[config.mk]
export PLATFORM = sky130hd
export DESIGN_NAME = lsim_indicator_mux
export DESIGN_NICKNAME = d
export VERILOG_FILES = /design/src/rtl/lsim_pkg.sv /design/src/rtl/lsim_indicator_mux.sv
export SDC_FILE = /design/constraint.sdc
export NUM_CORES = 1
export LEC_CHECK = 0
export BUFFER_PORTS_ARGS = -buffer_cell sky130_fd_sc_hd__buf_2
export CORE_MARGIN = 2
export CORE_UTILIZATION = 61
export CTS_CLUSTER_SIZE = 12
export DETAILED_ROUTE_END_ITERATION = 12
export PLACE_DENSITY = 0.82
export RECOVER_POWER = 50
export SYNTH_ARGS = -nofsm -noshare
export SYNTH_HDL_FRONTEND = slang
export SYNTH_SLANG_ARGS = --single-unit
export TNS_END_PERCENT = 100
[constraint.sdc]
create_clock -name ref_clk -period 6.3 [get_ports ref_clk]
set_input_delay 0 -clock ref_clk [delete_from_list [all_inputs] [get_ports ref_clk]]
set_output_delay 0 -clock ref_clk [all_outputs]
set_load 0.02 [all_outputs]
[src/rtl/lsim_pkg.sv]
// How it works
// - Receive single-rail NRZ: indicator drives the negative-rail receive data pin.
// - Receive dual-rail sliced: indicator drives the recovered-clock pin.
// - Receive indicator source picked by 3-bit field, bits 7 to 5, rx config.
// - Rx code 000: high while pattern synced, low one cycle per error.
// - Rx code 001: follows line AIS status bit.
// - Rx code 010: XOR of positive and negative sliced data.
// - Rx code 011: recovered receive clock, same as dedicated clock output.
// - Rx code 100: one-cycle pulse per line excessive-zeroes event.
// - Rx code 101: one-cycle pulse per line bipolar or code violation.
// - Rx code 110: one-cycle pulse on either line event.
// - Rx code 111: follows line loss-of-signal status bit.
// - Transmit NRZ or dual-rail RZ: indicator drives negative-rail transmit pin.
// - Transmit indicator source picked by 3-bit field, bits 7 to 5, tx config.
// - Tx code 000: high while tx pattern synced, low one cycle per error.
// - Tx code 001: follows system AIS status bit.
// - Tx code 010: follows transmit over-current status bit.
// - Tx code 011: follows transmit line loss-of-signal status bit.
// - Tx code 100: one-cycle pulse per system excessive-zeroes event.
// - Tx code 101: one-cycle pulse per system bipolar violation.
// - Tx code 110: one-cycle pulse on either system event.
// - Tx code 111: follows system loss-of-signal status bit.
// - Tx single-rail NRZ disables codes 101, 111 and reduces 110 to excessive zeroes only; software treats them reserved.
// - Sync after over 64-bit agreement; lost on over six errors per window.
package lsim_pkg;
  localparam logic [1:0] LSIM_ADDR_RXCFG = 2'h0;
  localparam logic [1:0] LSIM_ADDR_TXCFG = 2'h1;
  localparam logic [1:0] LSIM_ADDR_STAT = 2'h2;
  localparam int LSIM_SEL_LSB = 5;
  localparam int LSIM_RXFMT_BIT = 0;
  localparam int LSIM_TXFMT_LSB = 0;
  localparam logic [7:0] LSIM_CFG_RESET = 8'h00;
  localparam logic [1:0] LSIM_TX_NRZ = 2'h0;
  localparam logic [1:0] LSIM_TX_RZ = 2'h1;
  localparam logic [1:0] LSIM_TX_DUAL = 2'h2;
  localparam int LSIM_SYNC_WINDOW = 64;
  localparam int LSIM_LOSS_ERRORS = 6;
  localparam logic [2:0] LSIM_SEL_PAT = 3'h0;
  localparam logic [2:0] LSIM_SEL_AIS = 3'h1;
  localparam logic [2:0] LSIM_SEL_X2 = 3'h2;
  localparam logic [2:0] LSIM_SEL_X3 = 3'h3;
  localparam logic [2:0] LSIM_SEL_EXZ = 3'h4;
  localparam logic [2:0] LSIM_SEL_BPV = 3'h5;
  localparam logic [2:0] LSIM_SEL_BOTH = 3'h6;
  localparam logic [2:0] LSIM_SEL_LOS = 3'h7;
endpackage

[src/rtl/lsim_indicator_mux.sv]
// Decided for this implementation: the placing of the registers and the Avalon-MM register port.
`timescale 1ns/1ps
module lsim_indicator_mux #(
  parameter int SYNC_WINDOW = lsim_pkg::LSIM_SYNC_WINDOW,
  parameter int LOSS_ERRORS = lsim_pkg::LSIM_LOSS_ERRORS
) (
  // Clock and reset
  input wire logic ref_clk,
  input wire logic nrst,
  // Avalon-MM slave
  input wire logic [1:0] avsAddress,
  input wire logic avsRead,
  input wire logic avsWrite,
  input wire logic [31:0] avsWriteData,
  output logic [31:0] avsReadData,
  output logic avsWaitRequest,
  // Receive path sources
  input wire logic rxSlicedPos,
  input wire logic rxSlicedNeg,
  input wire logic rxRecoveredClk,
  input wire logic rxPatternBit,
  input wire logic rxPatternError,
  input wire logic lineAlarmStatus,
  input wire logic lineSignalLoss,
  input wire logic lineExcessZeroes,
  input wire logic lineBipolarViolation,
  // Transmit path sources
  input wire logic txPatternBit,
  input wire logic txPatternError,
  input wire logic systemAlarmStatus,
  input wire logic overcurrentStatus,
  input wire logic txLineLossStatus,
  input wire logic systemSignalLoss,
  input wire logic systemExcessZeroes,
  input wire logic systemBipolarViolation,
  // Multiplexed pins
  output logic rxNegativeRailData,
  output logic rxRecoveredClockOut,
  output logic txNegativeRailData,
  input wire logic txNegRailIn,
  output logic txNegRailDrive,
  output logic rxPatternSync,
  output logic txPatternSync
);
  import lsim_pkg::*;

  ////////////////////////////////////////////////////////////////////
  // Build-time limits
  // Counters are sized from the window, so other windows still fit
  localparam int CW = $clog2(SYNC_WINDOW + 1);
  localparam logic [CW-1:0] WIN_LAST = CW'(SYNC_WINDOW);
  localparam logic [CW-1:0] ERR_LIMIT = CW'(LOSS_ERRORS);

  generate
    if (SYNC_WINDOW < 2 || LOSS_ERRORS < 1 || LOSS_ERRORS >= SYNC_WINDOW) begin : gBadParams
      $error("sync window or error limit out of range");
    end
  endgenerate

  ////////////////////////////////////////////////////////////////////
  // Registers
  logic [7:0] rxCfg_r;
  logic [7:0] txCfg_r;
  logic waitDone_r;
  logic [2:0] rxSel;
  logic [2:0] txSel;
  logic rxNrz;
  logic [1:0] txFmt;
  logic txNrz;
  logic busReq;

  assign busReq = avsRead | avsWrite;
  assign rxSel = rxCfg_r[LSIM_SEL_LSB +: 3];
  assign txSel = txCfg_r[LSIM_SEL_LSB +: 3];
  assign rxNrz = rxCfg_r[LSIM_RXFMT_BIT];
  assign txFmt = txCfg_r[LSIM_TXFMT_LSB +: 2];
  assign txNrz = (txFmt == LSIM_TX_NRZ);

  // One wait cycle, answer on second edge
  always_ff @(posedge ref_clk or negedge nrst) begin
    if (!nrst) begin
      waitDone_r <= 1'b0;
    end else begin
      waitDone_r <= busReq & ~waitDone_r;
    end
  end

  always_comb begin
    avsWaitRequest = busReq & ~waitDone_r;
  end

  always_ff @(posedge ref_clk or negedge nrst) begin
    if (!nrst) begin
      rxCfg_r <= LSIM_CFG_RESET;
      txCfg_r <= LSIM_CFG_RESET;
    end else if (avsWrite && waitDone_r) begin
      if (avsAddress == LSIM_ADDR_RXCFG) begin
        rxCfg_r <= avsWriteData[7:0];
      end
      if (avsAddress == LSIM_ADDR_TXCFG) begin
        txCfg_r <= avsWriteData[7:0];
      end
    end
  end

  always_ff @(posedge ref_clk or negedge nrst) begin
    if (!nrst) begin
      avsReadData <= 32'h0000_0000;
    end else if (avsRead && !waitDone_r) begin
      unique case (avsAddress)
        LSIM_ADDR_RXCFG: avsReadData <= {24'h00_0000, rxCfg_r};
        LSIM_ADDR_TXCFG: avsReadData <= {24'h00_0000, txCfg_r};
        LSIM_ADDR_STAT: avsReadData <= {30'h0000_0000, txPatternSync, rxPatternSync};
        default: avsReadData <= 32'h0000_0000;
      endcase
    end
  end

  ////////////////////////////////////////////////////////////////////
  // Pattern sync trackers, one per path
  logic [1:0] patBit;
  logic [1:0] patErr;
  logic [1:0] syncR;
  assign patBit = {txPatternBit, rxPatternBit};
  assign patErr = {txPatternError, rxPatternError};

  genvar g;
  generate
    for (g = 0; g < 2; g++) begin : gSync
      logic inSync_r;
      logic [CW-1:0] goodCnt_r;
      logic [SYNC_WINDOW-1:0] errHist_r;
      logic [CW-1:0] errCnt_r;
      logic [CW-1:0] winSum;
      logic lossHit;

      // Errors in the window that ends with this bit
      assign winSum = errCnt_r - CW'(errHist_r[SYNC_WINDOW-1]) + CW'(patErr[g]);
      assign lossHit = inSync_r & (winSum > ERR_LIMIT);

      // Agreement run counted only while hunting
      always_ff @(posedge ref_clk or negedge nrst) begin
        if (!nrst) begin
          inSync_r <= 1'b0;
          goodCnt_r <= '0;
        end else if (!inSync_r) begin
          if (!patBit[g]) begin
            goodCnt_r <= '0;
          end else if (goodCnt_r == WIN_LAST) begin
            inSync_r <= 1'b1;
            goodCnt_r <= '0;
          end else begin
            goodCnt_r <= goodCnt_r + CW'(1);
          end
        end else if (lossHit) begin
          inSync_r <= 1'b0;
        end
      end

      // Sliding history, so a burst across any boundary still counts
      // Costs one flop per window bit; a fixed window would miss bursts
      always_ff @(posedge ref_clk or negedge nrst) begin
        if (!nrst) begin
          errHist_r <= '0;
          errCnt_r <= '0;
        end else if (!inSync_r || lossHit) begin
          errHist_r <= '0;
          errCnt_r <= '0;
        end else begin
          errHist_r <= {errHist_r[SYNC_WINDOW-2:0], patErr[g]};
          errCnt_r <= winSum;
        end
      end

      assign syncR[g] = inSync_r;
    end
  endgenerate

  ////////////////////////////////////////////////////////////////////
  // Source selection
  logic rxInd;
  logic txInd;

  always_comb begin
    unique case (rxSel)
      LSIM_SEL_PAT: rxInd = syncR[0] & ~rxPatternError;
      LSIM_SEL_AIS: rxInd = lineAlarmStatus;
      LSIM_SEL_X2: rxInd = rxSlicedPos ^ rxSlicedNeg;
      LSIM_SEL_X3: rxInd = rxRecoveredClk;
      LSIM_SEL_EXZ: rxInd = lineExcessZeroes;
      LSIM_SEL_BPV: rxInd = lineBipolarViolation;
      LSIM_SEL_BOTH: rxInd = lineExcessZeroes | lineBipolarViolation;
      LSIM_SEL_LOS: rxInd = lineSignalLoss;
    endcase
  end

  always_comb begin
    unique case (txSel)
      LSIM_SEL_PAT: txInd = syncR[1] & ~txPatternError;
      LSIM_SEL_AIS: txInd = systemAlarmStatus;
      LSIM_SEL_X2: txInd = overcurrentStatus;
      LSIM_SEL_X3: txInd = txLineLossStatus;
      LSIM_SEL_EXZ: txInd = systemExcessZeroes;
      LSIM_SEL_BPV: txInd = systemBipolarViolation & ~txNrz;
      LSIM_SEL_BOTH: txInd = systemExcessZeroes | (systemBipolarViolation & ~txNrz);
      LSIM_SEL_LOS: txInd = systemSignalLoss & ~txNrz;
    endcase
  end

  ////////////////////////////////////////////////////////////////////
  // Pin muxing; every output registered on the line clock
  // Receive pins: the pin not carrying the indicator keeps its own role
  always_ff @(posedge ref_clk or negedge nrst) begin
    if (!nrst) begin
      rxNegativeRailData <= 1'b0;
      rxRecoveredClockOut <= 1'b0;
    end else begin
      rxNegativeRailData <= rxNrz ? rxInd : rxSlicedNeg;
      rxRecoveredClockOut <= rxNrz ? rxRecoveredClk : rxInd;
    end
  end

  // Transmit pin: released in dual-rail, where it carries data inward
  always_ff @(posedge ref_clk or negedge nrst) begin
    if (!nrst) begin
      txNegativeRailData <= 1'b0;
      txNegRailDrive <= 1'b0;
    end else begin
      txNegativeRailData <= txInd;
      txNegRailDrive <= (txFmt == LSIM_TX_NRZ) | (txFmt == LSIM_TX_RZ);
    end
  end

  // Sync state copies for the status word
  always_ff @(posedge ref_clk or negedge nrst) begin
    if (!nrst) begin
      rxPatternSync <= 1'b0;
      txPatternSync <= 1'b0;
    end else begin
      rxPatternSync <= syncR[0];
      txPatternSync <= syncR[1];
    end
  end

  ////////////////////////////////////////////////////////////////////
  // Checks
  sel_exz_a: assert property (@(posedge ref_clk) disable iff (!nrst)
    (rxSel == LSIM_SEL_EXZ && rxNrz && $stable(rxCfg_r)) |=>
    rxNegativeRailData == $past(lineExcessZeroes))
    else $error("rx exz indicator wrong");
  sel_los_a: assert property (@(posedge ref_clk) disable iff (!nrst)
    (rxSel == LSIM_SEL_LOS && !rxNrz && $stable(rxCfg_r)) |=>
    rxRecoveredClockOut == $past(lineSignalLoss))
    else $error("rx los indicator wrong");
  rx_xor_a: assert property (@(posedge ref_clk) disable iff (!nrst)
    (rxSel == LSIM_SEL_X2 && rxNrz) |=>
    rxNegativeRailData == ($past(rxSlicedPos) ^ $past(rxSlicedNeg)))
    else $error("rx xor indicator wrong");
  tx_nrz_mask_a: assert property (@(posedge ref_clk) disable iff (!nrst)
    (txNrz && txSel == LSIM_SEL_LOS) |=> !txNegativeRailData)
    else $error("tx reserved code not muted");
  tx_ais_a: assert property (@(posedge ref_clk) disable iff (!nrst)
    (txSel == LSIM_SEL_AIS) |=> txNegativeRailData == $past(systemAlarmStatus))
    else $error("tx ais indicator wrong");
  tx_oc_a: assert property (@(posedge ref_clk) disable iff (!nrst)
    (txSel == LSIM_SEL_X2) |=> txNegativeRailData == $past(overcurrentStatus))
    else $error("tx overcurrent indicator wrong");
  tx_drive_a: assert property (@(posedge ref_clk) disable iff (!nrst)
    (txFmt == LSIM_TX_DUAL) |=> !txNegRailDrive)
    else $error("tx pin driven in dual rail");
  sync_gate_a: assert property (@(posedge ref_clk) disable iff (!nrst)
    $rose(syncR[0]) |-> $past(rxPatternBit, 1) && $past(rxPatternBit, 2))
    else $error("sync without agreement");
  rx_pat_a: assert property (@(posedge ref_clk) disable iff (!nrst)
    (rxSel == LSIM_SEL_PAT && rxNrz && !syncR[0]) |=> !rxNegativeRailData)
    else $error("pattern indicator high out of sync");
  cov_sync_c: cover property (@(posedge ref_clk) disable iff (!nrst) $rose(syncR[0]));
  cov_loss_c: cover property (@(posedge ref_clk) disable iff (!nrst) $fell(syncR[1]));
  cov_tx_c: cover property (@(posedge ref_clk) disable iff (!nrst)
    txNrz && txSel == LSIM_SEL_BOTH && systemExcessZeroes);
  cov_err_c: cover property (@(posedge ref_clk) disable iff (!nrst)
    rxSel == LSIM_SEL_PAT && syncR[0] && rxPatternError);
  cov_dual_c: cover property (@(posedge ref_clk) disable iff (!nrst)
    txFmt == LSIM_TX_DUAL && txSel == LSIM_SEL_LOS);

  // Receive codes
  rx_ais_a: assert property (@(posedge ref_clk) disable iff (!nrst)
    (rxSel == LSIM_SEL_AIS && rxNrz) |=> rxNegativeRailData == $past(lineAlarmStatus))
    else $error("rx ais indicator wrong");
  rx_clk_a: assert property (@(posedge ref_clk) disable iff (!nrst)
    (rxSel == LSIM_SEL_X3 && !rxNrz) |=> rxRecoveredClockOut == $past(rxRecoveredClk))
    else $error("rx clock indicator wrong");
  rx_exz_dual_a: assert property (@(posedge ref_clk) disable iff (!nrst)
    (rxSel == LSIM_SEL_EXZ && !rxNrz) |=> rxRecoveredClockOut == $past(lineExcessZeroes))
    else $error("rx exz indicator wrong on clock pin");
  rx_bpv_a: assert property (@(posedge ref_clk) disable iff (!nrst)
    (rxSel == LSIM_SEL_BPV && rxNrz) |=> rxNegativeRailData == $past(lineBipolarViolation))
    else $error("rx bpv indicator wrong");
  rx_both_a: assert property (@(posedge ref_clk) disable iff (!nrst)
    (rxSel == LSIM_SEL_BOTH && rxNrz) |=>
    rxNegativeRailData == ($past(lineExcessZeroes) | $past(lineBipolarViolation)))
    else $error("rx combined indicator wrong");
  rx_rail_a: assert property (@(posedge ref_clk) disable iff (!nrst)
    !rxNrz |=> rxNegativeRailData == $past(rxSlicedNeg))
    else $error("rx negative rail not passed through");
  rx_clkpin_a: assert property (@(posedge ref_clk) disable iff (!nrst)
    rxNrz |=> rxRecoveredClockOut == $past(rxRecoveredClk))
    else $error("rx clock pin not passed through");
  rx_pat_hi_a: assert property (@(posedge ref_clk) disable iff (!nrst)
    (rxSel == LSIM_SEL_PAT && rxNrz && syncR[0] && !rxPatternError) |=> rxNegativeRailData)
    else $error("pattern indicator low in sync");
  rx_pat_err_a: assert property (@(posedge ref_clk) disable iff (!nrst)
    (rxSel == LSIM_SEL_PAT && rxNrz && rxPatternError) |=> !rxNegativeRailData)
    else $error("pattern error not shown");

  // Transmit codes
  tx_pat_a: assert property (@(posedge ref_clk) disable iff (!nrst)
    (txSel == LSIM_SEL_PAT && !syncR[1]) |=> !txNegativeRailData)
    else $error("tx pattern indicator high out of sync");
  tx_tx_line_signal_loss_a: assert property (@(posedge ref_clk) disable iff (!nrst)
    (txSel == LSIM_SEL_X3) |=> txNegativeRailData == $past(txLineLossStatus))
    else $error("tx line loss indicator wrong");
  tx_exz_a: assert property (@(posedge ref_clk) disable iff (!nrst)
    (txSel == LSIM_SEL_EXZ) |=> txNegativeRailData == $past(systemExcessZeroes))
    else $error("tx exz indicator wrong");
  tx_bpv_a: assert property (@(posedge ref_clk) disable iff (!nrst)
    (txSel == LSIM_SEL_BPV && !txNrz) |=> txNegativeRailData == $past(systemBipolarViolation))
    else $error("tx bpv indicator wrong");
  tx_both_a: assert property (@(posedge ref_clk) disable iff (!nrst)
    (txSel == LSIM_SEL_BOTH && !txNrz) |=>
    txNegativeRailData == ($past(systemExcessZeroes) | $past(systemBipolarViolation)))
    else $error("tx combined indicator wrong");
  tx_system_signal_loss_a: assert property (@(posedge ref_clk) disable iff (!nrst)
    (txSel == LSIM_SEL_LOS && !txNrz) |=> txNegativeRailData == $past(systemSignalLoss))
    else $error("tx system loss indicator wrong");
  tx_mute_bpv_a: assert property (@(posedge ref_clk) disable iff (!nrst)
    (txNrz && txSel == LSIM_SEL_BPV) |=> !txNegativeRailData)
    else $error("tx bpv not muted in nrz");
  tx_nrz_both_a: assert property (@(posedge ref_clk) disable iff (!nrst)
    (txNrz && txSel == LSIM_SEL_BOTH) |=> txNegativeRailData == $past(systemExcessZeroes))
    else $error("tx combined not reduced in nrz");
  tx_drive_on_a: assert property (@(posedge ref_clk) disable iff (!nrst)
    (txFmt != LSIM_TX_DUAL) |=> txNegRailDrive)
    else $error("tx pin not driven");

  // Sync tracking
  sync_loss_a: assert property (@(posedge ref_clk) disable iff (!nrst)
    $fell(syncR[1]) |-> $past(txPatternError))
    else $error("sync lost without error");
  sync_hold_a: assert property (@(posedge ref_clk) disable iff (!nrst)
    (syncR[0] && !rxPatternError) |=> syncR[0])
    else $error("sync lost on clean bit");
  stat_copy_a: assert property (@(posedge ref_clk) disable iff (!nrst)
    syncR[0] |=> rxPatternSync)
    else $error("rx sync status not copied");
endmodule

-- Word-level counts from Yosys, hierarchy flattened
Index checks and enable logic that the tools add are counted.
- add/sub/neg operators: 6
- multipliers: 0
- divide/modulo/power cells: 0
- order comparisons: 2
- equal/unequal tests: 19
- shift-type cells: 0
- muxes and demuxes: 21
- bitwise operators: 16
- reduce and logical (&&, ||, !) cells: 13
- operator list (kind ; count):
    64-bit two-way mux ; 2
    7-bit two-way mux ; 6
    3-bit == test, second input constant ; 8
    8-bit one-hot mux with 3 select lines ; 1
    1-bit one-hot mux with 8 select lines ; 2
    7-bit by 1-bit adder with 7-bit output ; 2
    7-bit by 1-bit adder with 7-bit output, second input constant ; 2
    7-bit == test, second input constant ; 2
    7-bit by 3-bit greater-than comparator with 1-bit output, second input constant ; 2
    7-bit by 1-bit subtractor with 7-bit output ; 2
    3-bit by 2-bit == test with 1-bit output, second input constant ; 4
    1-bit two-way mux ; 10
    1-bit bitwise AND ; 7
    3-bit by 1-bit == test with 1-bit output, second input constant ; 2
    3-bit zero test ; 2
    2-bit by 1-bit == test with 1-bit output, second input constant ; 2
    2-bit zero test ; 2
    1-bit inverter ; 4
    1-bit OR ; 4
    2-bit AND reduction ; 2
    1-bit zero test ; 3
    2-bit == test, second input constant ; 1
    1-bit logical AND ; 2
    1-bit logical OR ; 2
    1-bit bitwise XOR ; 1
- bits in registers: 213
- latch bits: 0
- bits in writable memories: 0
- ROM bits: 0
- output and inout bits: 39
- word-level logic and storage cells: 95
- memories: 0

-- Longest topological paths before layout
- word-level depth: 6
- depth in mapped cells: 12
- mapped depth without buffers: 10

-- Least setup slack after synthesis
OpenSTA, ideal clock, no wires.
- kind: flip-flop to flip-flop
- start: reg gSync[0].errHist_r[63]
- end: reg gSync[0].errHist_r[33]
- arrival: 2.443 ns
- setup slack: 3.791 ns
- cell stages (with the launch flop): 12
- clock period less this slack: 2.509 ns
- path through: dfrtp_1 ha_1 inv_1 ha_1 fa_1 xnor2_1 o22ai_1 or3_4 nor3_4 buf_6 buf_6 and2_1
- word-level cells in the longest chain between the ends: 6
- RTL lines (item ; RTL line ; source):
    start: declaration ; lsim_indicator_mux.sv:132 ; logic [SYNC_WINDOW-1:0] errHist_r;
    start signal: assignment ; lsim_indicator_mux.sv:170 ; errHist_r <= {errHist_r[SYNC_WINDOW-2:0], patErr[g]};
    7-bit by 1-bit subtractor with 7-bit output ; lsim_indicator_mux.sv:138 ; assign winSum = errCnt_r - CW'(errHist_r[SYNC_WINDOW-1]) + CW'(patErr[g]);
    7-bit by 1-bit adder with 7-bit output ; lsim_indicator_mux.sv:138 ;
    7-bit by 3-bit greater-than comparator with 1-bit output ; lsim_indicator_mux.sv:139 ; assign lossHit = inSync_r & (winSum > ERR_LIMIT);
    1-bit bitwise AND ; lsim_indicator_mux.sv:139 ;
    1-bit logical OR ; lsim_indicator_mux.sv:166 ; end else if (!inSync_r || lossHit) begin
    64-bit two-way mux ; lsim_indicator_mux.sv:166 ;
Every way passes these cells.
A chain may end at the register's enable or synchronous reset.

-- Worst setup path in the final report
- start: reg gSync[1].errHist_r[63]
- end: reg gSync[1].errHist_r[57]
- word-level cells in the longest chain between the ends: 6
- RTL lines (item ; RTL line):
    start: declaration ; lsim_indicator_mux.sv:132
    start signal: assignment ; lsim_indicator_mux.sv:170
    7-bit by 1-bit subtractor with 7-bit output ; lsim_indicator_mux.sv:138
    7-bit by 1-bit adder with 7-bit output ; lsim_indicator_mux.sv:138
    7-bit by 3-bit greater-than comparator with 1-bit output ; lsim_indicator_mux.sv:139
    1-bit bitwise AND ; lsim_indicator_mux.sv:139
    1-bit logical OR ; lsim_indicator_mux.sv:166
    64-bit two-way mux ; lsim_indicator_mux.sv:166
Every way passes these cells.

==> Implementation_results.wiki <==
{| class="wikitable"
! Metric !! Value
|-
| Detailed-placement wirelength estimate || 7043 um
|-
| Share of power burned in the clock network || 0.411
|-
| Number of nets still failing antenna checks after routing || 0
|-
| Cell seen most often among critical-path stages || ha_1
|-
| Cell breakdown of the critical path || ha_1 -> inv_1 -> ha_1 -> fa_1 -> xor2_1 -> and3_1 -> a211oi_1 -> o211a_1 -> buf_4 -> and2_1
|-
| # port buffers || 45
|-
| Number of clock sinks || between 150 and 200
|-
| Worst-margin pin slew || between 2 and 2.5 ns
|-
| Synth Cell Area || 7443 um2
|-
| Fraction of the yosys area taken by sequential cells || 0.6354
|-
| Layout Area Growth over Synthesis || 13.78%
|-
| Number of endpoints failing setup at the final stage || 0
|-
| Largest vdd supply drop || roughly 0.0002 V
|-
| Synth Area per Inst || 12.51 um2
|-
| Synthesis-stage register bit count || around 190
|-
| First-pass GRT wire length || approximately 21000 um
|-
| Start of the worst register-to-register path || gSync[1].errHist_r[63]$_DFF_PN0_
|-
| H-tree lvl count || 4
|-
| Number of standard cells after synthesis || 595
|-
| Kind of path behind the tightest hold check || in -> reg
|-
| Number of search-and-repair iterations in the first detailed-routing pass || 5
|-
| Number of buffer and inverter stages on the critical path || 2
|-
| Number of global-route vias before repair || roughly 4400
|-
| Chip width || around 110 um
|-
| Slew HR || -0.3650
|-
| Overall overflow remaining after global route || 0
|-
| Aggregate global-route resource usage || 0.2102
|-
| Insertion delay of the later-clocked pin in the worst-skew pair || 0.42 ns
|-
| Tmin final || about 3.2 ns
|-
| Number of antenna violations at the first check in global routing || 0
|-
| CTS tree || built
|-
| Util after Layout || 0.7081
|-
| Crit path DAT || between 3 and 4 ns
|-
| Count of different cell masters after synthesis || 45
|-
| Setup crit end || gSync[1].errHist_r[57]$_DFF_PN0_
|-
| Type of element capturing the critical path || flop
|-
| Synth Warn # || 0
|-
| Die Outline Area || between 10000 and 15000 um2
|-
| Final Cycle Share || 0.5051
|-
| Gate power share || 0.088
|-
| Cell row count || 40
|-
| Maximum fanout along the worst path || 36
|-
| Pleak || 4.266 nW
|-
| FF-to-FF setup slack || between 3 and 4 ns
|-
| Status || complete, but fails checks
|-
| Number of DRC markers in iteration 0 || about 360
|-
| Total number of vias || about 4300
|-
| Global placer's final weighted congestion || approximately 0.87
|-
| Y dimension of the die || between 100 and 150 um
|-
| Number of enable-type register cells in the synthesized netlist || 0
|-
| Total Wirelength || ~12000 um
|-
| Pin count of the biggest net entering global routing || 102
|-
| Maximum clock frequency || between 300 and 400 MHz
|-
| Number of buffers created by CTS || 17
|-
| Worst setup path startpoint || gSync[1].errHist_r[63]$_DFF_PN0_
|-
| Mean routed wirelength per cell || roughly 15 um
|-
| Violated checks || capacitance limit, slew limit
|-
| Initial core utilization || 0.6223
|-
| Max stage delay on crit path || approximately 0.66 ns
|-
| Post-CTS resize count || 0
|-
| Clock Tree Root || clkbuf_16
|-
| Type of origin of the critical path || flop
|-
| Sw Share || 0.2292
|-
| Number of cells on the critical path || 10
|-
| Layout Skew || between 0.01 and 0.015 ns
|-
| Vias per cell || roughly 5.2
|-
| Most common cell after layout, fill and taps aside || dfrtp_1
|-
| Endpoint of the most critical register-to-register path || gSync[1].errHist_r[57]$_DFF_PN0_
|-
| I/O pin count || between 90 and 100
|-
| Async set-reset flop share out of synthesis || 1.000
|-
| Internal || roughly 2.0 mW
|-
| Slowest stage cell, crit path || o211a_1
|-
| Fraction of final layout cells sized beyond drive strength 1 || 0.1267
|-
| Antenna cell count || 0
|-
| Primary FF master, synth || dfrtp_1
|-
| Count of final max-slew check failures || 90
|-
| Cell count of the worst reg-to-reg path || 10
|-
| Psw || between 0.6 and 0.7 mW
|-
| Reg power frac || 0.501
|-
| Top library cells by usage in the layout, fill and taps aside || dfrtp_1 (189), and2_1 (134), conb_1 (32)
|-
| Critical path required time || about 6.7 ns
|-
| Count of nets after finishing || ~750
|-
| P per Cell Area || around 310 nW/um2
|-
| Maximum Capacitance Violations || 1
|-
| Bufs on Longest Clock Path || 2
|-
| Number of cells on the worst hold path || 3
|-
| Cell family with most CP delay || adder cells
|-
| Crit Path Class || reg -> reg
|-
| Worst-path clk slew || 0.06 ns
|-
| Core area || around 12000 um2
|-
| Post-Route Setup TNS || 0 ns
|-
| RSZ-0062 raised after global routing || no
|-
| Count of final hold-check violations || 0
|-
| Remaining design rule violation count || 0
|}
sequential cells by signal, indices dropped and copies added, names as in the netlist, 2 cells and up:
name             flops
gSync.goodCnt_r     14
avsReadData          8
txCfg_r              8
gSync.errHist_r    128
rxCfg_r              8
gSync.errCnt_r      14
gSync.inSync_r       2
worst min-delay path by stage:
stage | endpoint | from | slack [ns]
after floorplan | avsReadData[0]$_DFFE_PN0P_ | nrst | -0.30
after global placement | gSync[0].errCnt_r[1]$_DFF_PN0_ | nrst | 0.14
after detailed placement | gSync[0].errCnt_r[1]$_DFF_PN0_ | nrst | 0.16
after CTS | avsReadData[7]$_DFFE_PN0P_ | avsAddress[0] | 0.05
after global routing | avsReadData[6]$_DFFE_PN0P_ | avsAddress[0] | 0.10
final | avsReadData[3]$_DFFE_PN0P_ | avsAddress[0] | 0.07
cells by family (layout without fill, tap and decap cells):
kind of cell,after synthesis,in the layout,synth area share
and+or+nand+nor,211,211,0.1646
buffers and inverters,72,125,0.05345
xor gates and xnor gates,14,14,0.01647
other,1,32,0.0005038
AOI/OAI and AO/OA,57,57,0.04724
adders and majority gates,20,20,0.03564
DFF,189,189,0.6354
muxes,31,31,0.04673
metrics by stage:
step,hold WS [ns],instances,power (mW),cell area [um2],setup slack (ns)
final,0.07009,826,2.629,8469,3.118
after global routing,0.1013,826,2.732,8469,2.888
after CTS,0.05174,826,2.657,8497,3.125
after detailed placement,0.1597,778,1.558,7709,3.165
after global placement,0.1434,778,1.545,7709,3.257
after floorplan,-0.2956,626,1.484,7560,3.791
timing repair:
action | in CTS | in global routing
buffers inserted | 0 | 0
hold buffers | 19 | 0
endpoints found under the setup margin | 0 | 0
endpoints found under the hold margin | 133 | 0
cell usage after synthesis, types with 2 or more instances:
cell	n	area, um2
nor2b_1	5	31.28
xnor2_1	8	70.07
mux2_2	20	225.2
inv_1	29	108.9
nor4_1	2	12.51
fa_1	2	40.04
nand2b_1	6	37.54
dfrtp_1	189	4730
xor2_1	6	52.55
o211a_1	2	20.02
a31oi_1	3	18.77
or2_2	3	18.77
a21oi_1	14	70.07
a21o_1	2	15.01
nand2_1	24	90.09
buf_6	4	45.04
mux2i_1	10	100.1
clkbuf_1	9	33.78
nor2_1	19	71.32
and2_1	134	838.3
a211oi_1	3	22.52
o21ai_0	19	95.09
o22ai_1	3	18.77
a31o_2	2	17.52
ha_1	18	225.2
o21bai_1	2	15.01
clkbuf_2	5	25.02
buf_4	24	180.2
a221oi_1	2	17.52
o221ai_1	2	17.52
nor3_1	3	15.01
o31ai_1	2	15.01
nand3_1	7	35.03
power groups by stage:
stage	registers, mW	logic, mW	clock network [mW]
2_1_floorplan	1.35	0.130	0
3_3_place_gp	1.33	0.213	0
3_5_place_dp	1.34	0.222	0
4_1_cts	1.32	0.238	1.10
5_1_grt	1.32	0.256	1.15
6_report	1.32	0.232	1.08
cell type report:
| type | count | area, um2 |
|---|---|---|
| timing repair buffer | 67 | 421.7 |
| sequential | 189 | 4730 |
| clock inverter | 6 | 110.1 |
| clock buffer | 23 | 488.0 |
| multi-input combinational | 365 | 2427 |
| fill | 792 | 3492 |
| inverter | 29 | 108.9 |
| tap | 147 | 183.9 |
worst min-delay path, stage by stage:
cell,delay [ns]
buf_2,0.19
mux2i_1,0.17
o21ai_0,0.08
routing by layer:
layer,vias up,GRT usage,part of all wire
met5,-,0,0
met4,0,0.08537,0.021
met3,25,0.05082,0.041
met2,125,0.3333,0.49
met1,2134,0.2830,0.45
li1,2006,-,-
(Power assumes the default switching activity.)
